`src/lpcg_pkg.sv`:
```
// Package for the low-power clock gating block: offsets, fields, resets.
// Assumes a 32-bit register port with byte offsets and one system clock.
`default_nettype none
package lpcg_pkg;
    localparam int unsigned LPCG_AW = 12;
    localparam int unsigned LPCG_DW = 32;
    localparam logic [11:0] LPCG_OFF_RUN_CFG = 12'h060;
    localparam logic [11:0] LPCG_OFF_RUN_GATE = 12'h100;
    localparam logic [11:0] LPCG_OFF_SLEEP_GATE = 12'h110;
    localparam logic [11:0] LPCG_OFF_DEEP_GATE = 12'h120;
    localparam logic [11:0] LPCG_OFF_MODE = 12'h130;
    localparam int unsigned LPCG_BIT_PWM = 20;
    localparam int unsigned LPCG_BIT_KEEPER = 6;
    localparam int unsigned LPCG_BIT_WDOG = 3;
    localparam int unsigned LPCG_BIT_ACG = 27;
    localparam int unsigned LPCG_NUNITS = 3;
    localparam logic [31:0] LPCG_GATE_MASK = 32'h0010_0048;
    localparam logic [31:0] LPCG_GATE_RESET = 32'h0000_0040;
    localparam logic [31:0] LPCG_CFG_MASK = 32'h0800_0000;
    localparam logic [31:0] LPCG_CFG_RESET = 32'h0000_0000;
    typedef enum logic [1:0] {
        LPCG_MODE_RUN,
        LPCG_MODE_SLEEP,
        LPCG_MODE_DEEP
    } lpcg_mode_e;
endpackage : lpcg_pkg
`default_nettype wire

```
`src/lpcg_gate_reg.sv`:
```
// One gating register with masked writable bits and a fixed reset value.
// Assumes writes arrive as one-cycle strobes on the system clock.
`default_nettype none
module lpcg_gate_reg
    import lpcg_pkg::*;
#(
    parameter logic [31:0] MASK = LPCG_GATE_MASK,
    parameter logic [31:0] RESET_VAL = LPCG_GATE_RESET
) (
    // Clock and reset.
    input wire logic clk,
    input wire logic rstn,
    // Write side.
    input wire logic wr_en,
    input wire logic [31:0] wr_data,
    // Stored value.
    output logic [31:0] value
);
    logic [31:0] value_q;
    logic [31:0] value_d;

    // Unused bits never store, so they always read as zero.
    assign value_d = wr_en ? (wr_data & MASK) : value_q;
    assign value = value_q;

    // Reset value is the whole-register figure, keeper bit set.
    always_ff @(posedge clk) begin
        if (!rstn) begin
            value_q <= RESET_VAL;
        end else begin
            value_q <= value_d;
        end
    end
endmodule // lpcg_gate_reg
`default_nettype wire

```
`src/lpcg_top.sv`:
```
// Low-power clock gating control: run, sleep and deep-sleep gate registers,
// the auto-gating configuration bit, and per-unit clock enables.
// Assumes one system clock, a plain register port, a synchronous reset,
// and that the power mode comes from on-chip logic on the same clock.
//
// Behaviour
// - Set bit clocks unit, clear bit stops it.
// - Access to gated unit returns bus fault.
// - Gate bits reset cleared unless noted otherwise.
// - Run, sleep, deep registers govern their modes.
// - Sleep registers apply only with auto gating.
// - Bit 20 enables PWM clock, resets zero.
// - Bit 6 enables keeper unit clock.
// - Bit 3 enables watchdog clock, resets zero.
// - Unused bits read zero, ignore writes.
// - Sleep registers reset to 0x40 value.
// - Run gate register at 0x100, reset 0x40.
//
// The address-and-strobe port is this design's own decision.
`default_nettype none
module lpcg_top
    import lpcg_pkg::*;
(
    // Clock and reset.
    input wire logic clk,
    input wire logic rstn,
    // Register port.
    input wire logic [LPCG_AW-1:0] reg_addr,
    input wire logic [LPCG_DW-1:0] reg_wdata,
    input wire logic reg_wr,
    input wire logic reg_rd,
    output logic [LPCG_DW-1:0] reg_rdata,
    output logic reg_err,
    // Power mode from the sleep controller: 0 run, 1 sleep, 2 deep.
    input wire logic [1:0] power_mode,
    // Unit access requests from the peripheral bus decoder.
    input wire logic [LPCG_NUNITS-1:0] unit_access,
    // Per-unit clock enables: bit 0 watchdog, 1 keeper, 2 PWM.
    output logic [LPCG_NUNITS-1:0] unit_clk_en,
    // Bus fault, high in the cycle after any cycle with a rejected unit access.
    output logic unit_bus_fault
);
    // Field positions of each unit in the gate registers.
    localparam int unsigned UNIT_BIT [LPCG_NUNITS] = '{
        LPCG_BIT_WDOG, LPCG_BIT_KEEPER, LPCG_BIT_PWM
    };

    logic [31:0] run_gate;
    logic [31:0] sleep_gate;
    logic [31:0] deep_gate;
    logic [31:0] cfg_q;
    logic [31:0] cfg_d;
    logic [31:0] rdata_q;
    logic [31:0] rdata_d;
    logic err_q;
    logic err_d;
    logic fault_q;
    logic fault_d;
    logic [31:0] active_gate;
    logic auto_gating;
    lpcg_mode_e mode;

    // Address decode for the register port.
    wire hit_cfg = (reg_addr == LPCG_OFF_RUN_CFG);
    wire hit_run = (reg_addr == LPCG_OFF_RUN_GATE);
    wire hit_sleep = (reg_addr == LPCG_OFF_SLEEP_GATE);
    wire hit_deep = (reg_addr == LPCG_OFF_DEEP_GATE);
    wire hit_mode = (reg_addr == LPCG_OFF_MODE);
    wire hit_any = hit_cfg | hit_run | hit_sleep | hit_deep | hit_mode;

    // The three gate registers share one implementation and reset value.
    lpcg_gate_reg #(
        .MASK(LPCG_GATE_MASK),
        .RESET_VAL(LPCG_GATE_RESET)
    ) u_run_gate (
        .clk(clk),
        .rstn(rstn),
        .wr_en(reg_wr & hit_run),
        .wr_data(reg_wdata),
        .value(run_gate)
    );

    lpcg_gate_reg #(
        .MASK(LPCG_GATE_MASK),
        .RESET_VAL(LPCG_GATE_RESET)
    ) u_sleep_gate (
        .clk(clk),
        .rstn(rstn),
        .wr_en(reg_wr & hit_sleep),
        .wr_data(reg_wdata),
        .value(sleep_gate)
    );

    lpcg_gate_reg #(
        .MASK(LPCG_GATE_MASK),
        .RESET_VAL(LPCG_GATE_RESET)
    ) u_deep_gate (
        .clk(clk),
        .rstn(rstn),
        .wr_en(reg_wr & hit_deep),
        .wr_data(reg_wdata),
        .value(deep_gate)
    );

    // Only the auto-gating bit of the run configuration lives here.
    assign cfg_d = (reg_wr & hit_cfg) ? (reg_wdata & LPCG_CFG_MASK) : cfg_q;
    assign auto_gating = cfg_q[LPCG_BIT_ACG];

    // Decode the mode input; the unused code behaves as run mode.
    always_comb begin
        case (power_mode)
            2'd1: mode = LPCG_MODE_SLEEP;
            2'd2: mode = LPCG_MODE_DEEP;
            default: mode = LPCG_MODE_RUN;
        endcase
    end

    // Select the governing register combinationally so enables follow the
    // mode in the same cycle; without auto gating sleep keeps run gating.
    always_comb begin
        case (mode)
            LPCG_MODE_SLEEP: begin
                active_gate = auto_gating ? sleep_gate : run_gate;
            end
            LPCG_MODE_DEEP: begin
                active_gate = auto_gating ? deep_gate : run_gate;
            end
            default: begin
                active_gate = run_gate;
            end
        endcase
    end

    // One enable per unit, taken from that unit's field.
    genvar gi;
    generate
        for (gi = 0; gi < LPCG_NUNITS; gi++) begin : g_unit
            assign unit_clk_en[gi] = active_gate[UNIT_BIT[gi]];
        end
    endgenerate

    // Any access to an unclocked unit faults instead of completing.
    assign fault_d = |(unit_access & ~unit_clk_en);

    // Read mux; unmapped addresses read zero and flag an error.
    always_comb begin
        rdata_d = 32'h0000_0000;
        if (hit_cfg) begin
            rdata_d = cfg_q;
        end else if (hit_run) begin
            rdata_d = run_gate;
        end else if (hit_sleep) begin
            rdata_d = sleep_gate;
        end else if (hit_deep) begin
            rdata_d = deep_gate;
        end else if (hit_mode) begin
            rdata_d = {29'h0000_0000, auto_gating, power_mode};
        end
    end
    assign err_d = (reg_rd | reg_wr) & ~hit_any;

    // Read data stands in the cycle after the strobe only.
    always_ff @(posedge clk) begin
        if (!rstn) begin
            cfg_q <= LPCG_CFG_RESET;
            rdata_q <= 32'h0000_0000;
            err_q <= 1'b0;
            fault_q <= 1'b0;
        end else begin
            cfg_q <= cfg_d;
            rdata_q <= reg_rd ? rdata_d : 32'h0000_0000;
            err_q <= err_d;
            fault_q <= fault_d;
        end
    end

    assign reg_rdata = rdata_q;
    assign reg_err = err_q;
    assign unit_bus_fault = fault_q;
endmodule // lpcg_top
`default_nettype wire
```
`config.mk`:
```
export PLATFORM = sky130hd
export DESIGN_NAME = lpcg_top
export DESIGN_NICKNAME = d
export VERILOG_FILES = /design/src/lpcg_pkg.sv /design/src/lpcg_gate_reg.sv /design/src/lpcg_top.sv
export SDC_FILE = /design/constraint.sdc
export NUM_CORES = 1
export LEC_CHECK = 0
export BUFFER_PORTS_ARGS = -buffer_cell sky130_fd_sc_hd__buf_2
export CAP_MARGIN = 20
export CORE_MARGIN = 8
export CORE_UTILIZATION = 38
export DETAILED_ROUTE_END_ITERATION = 8
export PLACE_DENSITY_LB_ADDON = 0.3
export SKIP_LAST_GASP = 1
export SYNTH_ARGS = -nofsm -noshare
export SYNTH_HDL_FRONTEND = slang
export SYNTH_SLANG_ARGS = --single-unit
```
`constraint.sdc`:
```
create_clock -name clk -period 2.15 [get_ports clk]
set_input_delay 0.3225 -clock clk [delete_from_list [all_inputs] [get_ports clk]]
set_output_delay 0.3225 -clock clk [all_outputs]
set_load 0.01 [all_outputs]
```
======== Yosys cells after proc, flatten, opt, wreduce, memory -nomap -nowiden ========
Index checks and enable logic that the tools add are counted.
cells by class
  equal/unequal tests ..................... 9
  mux-type cells .......................... 9
  bitwise logic cells ..................... 15
  reduce and logical (&&, ||, !) cells .... 5
operator list
  cell                 number
  $mux 21              5
  $eq 12x9->1 const B  4
  $pmux 21 s2          1
  $mux 28              1
  $eq 12x7->1 const B  1
  $reduce_or 6->1      1
  $and 1x1->1          5
  $or 1x1->1           5
  $reduce_or 5->1      1
  $eq 2x1->1 const B   2
  $eq 2x2->1 const B   2
  $pmux 2 s2           1
  $and 3x3->3          1
  $mux 3               1
  $not 1->1            3
  $not 3->3            1
  $reduce_or 3->1      1
  $reduce_and 2->1     1
  $reduce_or 2->1      1
word-level totals
  bits in registers ....................... 44
  output and inout bits ................... 37

======== Depth between registers and ports, before layout ========
  word-level depth ........................ 7
  depth in mapped cells ................... 6

======== By module ========
From an unflattened synthesis, not the netlist that was laid out.
second synthesis, totals
  cell total of the unflattened synthesis .. 339
  area, all modules ....................... 2887.8 µm²
by module, submodules not included
  module         instances  cells an instance  area an instance (µm²)  sequential area each (µm²)
  lpcg_top       1          222                1904.3                  700.7
  lpcg_gate_reg  3          39                 327.8                   60.1

======== Worst setup path after synthesis ========
Ideal clock, no wire load.
  path kind ............................... input port to flip-flop
  start ................................... in reg_addr[9]
  end ..................................... reg u_deep_gate.value_q[6] (netlist: u_deep_gate.value[6])
  setup time .............................. 0.123 ns
  arrival ................................. 1.509 ns
  required time ........................... 2.027 ns
  slack ................................... 0.518 ns
  stages .................................. 4
  path through ............................ or4_1 nor4_4 nand3b_1 mux2i_1
between the ends
  word-level cells in the longest chain between the ends .. 2
ends and longest elaborated chain
  element               RTL line             text
  start, declared       lpcg_top.sv:28       input wire logic [LPCG_AW-1:0] reg_addr,
  $eq 12x9->1           lpcg_top.sv:67       wire hit_deep = (reg_addr == LPCG_OFF_DEEP_GATE);
  $and 1x1->1           lpcg_top.sv:100      .wr_en(reg_wr & hit_deep),
  end signal, assigned  lpcg_gate_reg.sv:31  value_q <= value_d;
  end, declared         lpcg_gate_reg.sv:19  logic [31:0] value_q;
No other way between the ends.
A chain may end at the register's enable or synchronous reset.

======== Worst setup path in the final report ========
  start ................................... in power_mode[0]
  end ..................................... out unit_clk_en[0]
between the ends
  word-level cells in the longest chain between the ends .. 4
ends and longest elaborated chain
  element                                   RTL line         text
  start, declared                           lpcg_top.sv:35   input wire logic [1:0] power_mode,
  $eq 2x2->1 or $eq 2x1->1 (tied branches)  lpcg_top.sv:111  case (power_mode)
  $pmux 2 s2 (*)                            lpcg_top.sv:111
  $eq 2x2->1 or $eq 2x1->1 (tied branches)  lpcg_top.sv:121  case (mode)
  $pmux 21 s2 (*)                           lpcg_top.sv:121
  end, declared                             lpcg_top.sv:39   output logic [LPCG_NUNITS-1:0] unit_clk_en,
Mark *: on every way between the ends. The rest lies on a longest branch, timed or not.

==> results.yml <==
final_layout:
  drive_above_1_share_pct: 24.70
  layout.cells.non_filler: 197
  synthToLayoutAreaGrowth_pct: 12.81
  post-route-util_pct: 44.74
  stdcell_area_sq_mm: 0.001234
  n_antenna_cell: 0
  final_nets: 222
detailed_routing:
  dr.pass1.iters: 4
  post_drt_via_cell_ratio: 4.619
  vias: 910
  drc_errors: 0
  drt-initial-drc-count: 48
  drt_wl_total_microns: 2533
  ant_nets: 0
  routedWlPerCell_microns: 12.86
floorplanning:
  dieWidth_microns: 69.65
  die_h_microns: 69.65
  rows: 19
  io-pin-count: 90
  dieArea_sq_mm: 0.004850
  core_area_sq_mm: 0.002758
  initial_core_util_pct: 39.66
critical_path:
  crit_type: "in2out"
  critPathArrivalTime_ns: 1.41
  r2r_slack_ns: 1.04
  required_ns: 1.83
  cp-end-kind: "output port"
  startpoint_type: "input port"
  path_common_cell: "buf_2"
  cp_slowest_stage_delay_ns: 0.33
  path_max_fanout: 4
  cp_cell_sequence: "buf_2 > inv_1 > ha_1 > nand2b_1 > o221ai_1 > buf_2"
  slowest_stage: "ha_1"
grt:
  grt_overflow_total: 0
  grt_pass1_wl_microns: 4271
  grt_max_degree: 15
  grt_pass1_vias: 920
  track_usage_pct: 10.35
  antenna_found_initial: 0
placed_design:
  io_buffers: 36
  dp.cells: 193
  place_area_sq_mm: 0.001207
  gp_congestion: 0.8460
  post-dp-hpwl_microns: 2195
yosys:
  ys_ff_latch: 19
  yosys.cell_types.count: 27
  avgSynthCellArea_sq_um: 8.477
  synthCells: 129
  seq_area_frac_synth_pct: 34.78
  syn_area_sq_mm: 0.001094
  synth_warnings: 0
power:
  leakagePower_nw: 0.6465
  power_density_mw_per_mm2: 506.7
  power_switching_mw: 0.1644
  power.share.sequential_pct: 56.8
  p_comb_share_pct: 15.0
  clockPowerShare_pct: 28.1
  p_sw_share_pct: 26.30
  p_total_mw: 0.6251
  ir_worst_vdd_v: 0.0003362
  p_int_mw: 0.4607
clock_tree:
  cts_tree: "built"
  cts_resized: 0
  hold_buffers: 0
  clk-insertion-delay-late_ns: 0.29
  cts.sinks: 19
  htreeDepth: 1
  cts_root_buf: "clkbuf_4"
  clk_pin_slew_ns: 0.10
  cts_setup_buffers: 0
  cts_inserted_buffers: 3
  clk_path_buf_depth: 2
sta:
  slew_violations: 0
  period_share_pct: 80.80
  layout_min_cycle_time_ns: 1.737
  timing.fmax_mhz: 575.7
  hold_viol: 0
  tns_ns: 0
  skew_ns: 0.002248
  grt_setup_unrepaired: "no"
  setup_viol: 0
run_status:
  status: "completed"
run:
  cap_viol_max_count: 0
hold_path:
  hold_path.class: "in2reg"
==> layer usage <==
layer	global-route usage, %	part of all wire [%]	wire (microns)
met1	9.696	37	931
met2	19.16	55	1386
met3	5.436	8.5	215
met4	2.679	0	0
met5	0	0	0
==> worst max-delay path: cells and delay by family <==
kind	cells	cell delay, ns
and+or+nand+nor	1	0.19
AOI/OAI and AO/OA	1	0.25
buffers and inverters	3	0.32
adders and majority gates	1	0.33
==> power groups by stage <==
stage	Clock, mW	Combinational (mW)	Sequential [mW]
after global placement	0	0.0906	0.363
after CTS	0.182	0.0925	0.355
final	0.176	0.0941	0.355
after detailed placement	0	0.0923	0.363
after floorplan	0	0.0890	0.365
after global routing	0.195	0.106	0.355
==> flip-flops by register name, summed over array words and instances (netlist names) <==
signal,flops
reg_err,1
u_deep_gate.value,3
u_sleep_gate.value,3
unit_bus_fault,1
reg_rdata,7
u_run_gate.value,3
cfg_q,1
==> through the flow <==
step	setup WS, ns	hold WS (ns)
3_3_place_gp	0.3289	0.4681
4_1_cts	0.4128	0.2660
2_1_floorplan	0.5179	0.4456
3_5_place_dp	0.2976	0.4875
6_report	0.4128	0.2718
5_1_grt	0.3044	0.2616
==> synthesized netlist by cell type <==
cell	count	area share (%)
o2bb2ai_1	2	1.6
or4_1	1	0.69
or4_4	1	1.0
nand2_1	15	5.1
nand4bb_1	1	1.0
nand3_1	2	0.92
a21o_1	1	0.69
nor2b_1	1	0.57
o221ai_1	2	1.6
buf_4	25	17
nor4_4	1	1.9
a21oi_1	4	1.8
mux2i_1	12	11
clkbuf_1	2	0.69
nor3b_1	1	0.69
nand2b_1	4	2.3
conb_1	1	0.34
dfxtp_1	19	35
nor3_1	6	2.7
nand3b_1	1	0.69
o22ai_1	1	0.57
ha_1	2	2.3
o21bai_1	1	0.69
inv_1	7	2.4
nor2_1	12	4.1
a22oi_1	3	2.1
o21ai_0	1	0.46
==> path summary, 6_finish.rpt <==
check,start,end,cells after the start
max,power_mode[0],unit_clk_en[0],6
min,unit_access[2],unit_bus_fault,3
min reg2reg,u_deep_gate.value[20],u_deep_gate.value[20],2
max reg2reg,cfg_q[27],unit_bus_fault,4
==> cells by family (layout without fill, tap and decap cells) <==
| group | count (synthesis) | after routing | share of synthesized area [%] |
|---|---|---|---|
| other | 1 | 25 | 0.3429 |
| AO/OA/AOI/OAI | 15 | 15 | 9.498 |
| AND/OR/NAND/NOR | 46 | 46 | 21.85 |
| multiplexers | 12 | 12 | 10.98 |
| adder cells (fa/ha/maj) | 2 | 2 | 2.288 |
| buffers and inverters | 34 | 47 | 20.25 |
| flip-flops | 19 | 19 | 34.78 |
==> cell type report <==
class	instances	area, sq um
tap	31	38.79
multi-input combinational	100	581.8
fill	282	1524
inverter	7	26.28
sequential	19	380.4
timing repair buffer	36	180.2
clock buffer	4	26.28
==> cells in the final DEF, fill, tap and decap left out <==
cell type  Yosys  routed
buf_2          0      36
conb_1         1      25
dfxtp_1       19      19
nand2_1       15      15
nor2_1        12      12
mux2i_1       12      12
inv_1          7       7
nor3_1         6       6
nand2b_1       4       4
a21oi_1        4       4
a22oi_1        3       3
clkbuf_4       0       3
o221ai_1       2       2
o2bb2ai_1      2       2
nand3_1        2       2
ha_1           2       2
o21bai_1       1       1
or4_4          1       1
or4_1          1       1
nor2b_1        1       1
nand4bb_1      1       1
nor3b_1        1       1
nor4_4         1       1
nand3b_1       1       1
o21ai_0        1       1
o22ai_1        1       1
a21o_1         1       1
clkbuf_1       2       1
(Power assumes the default switching activity.)
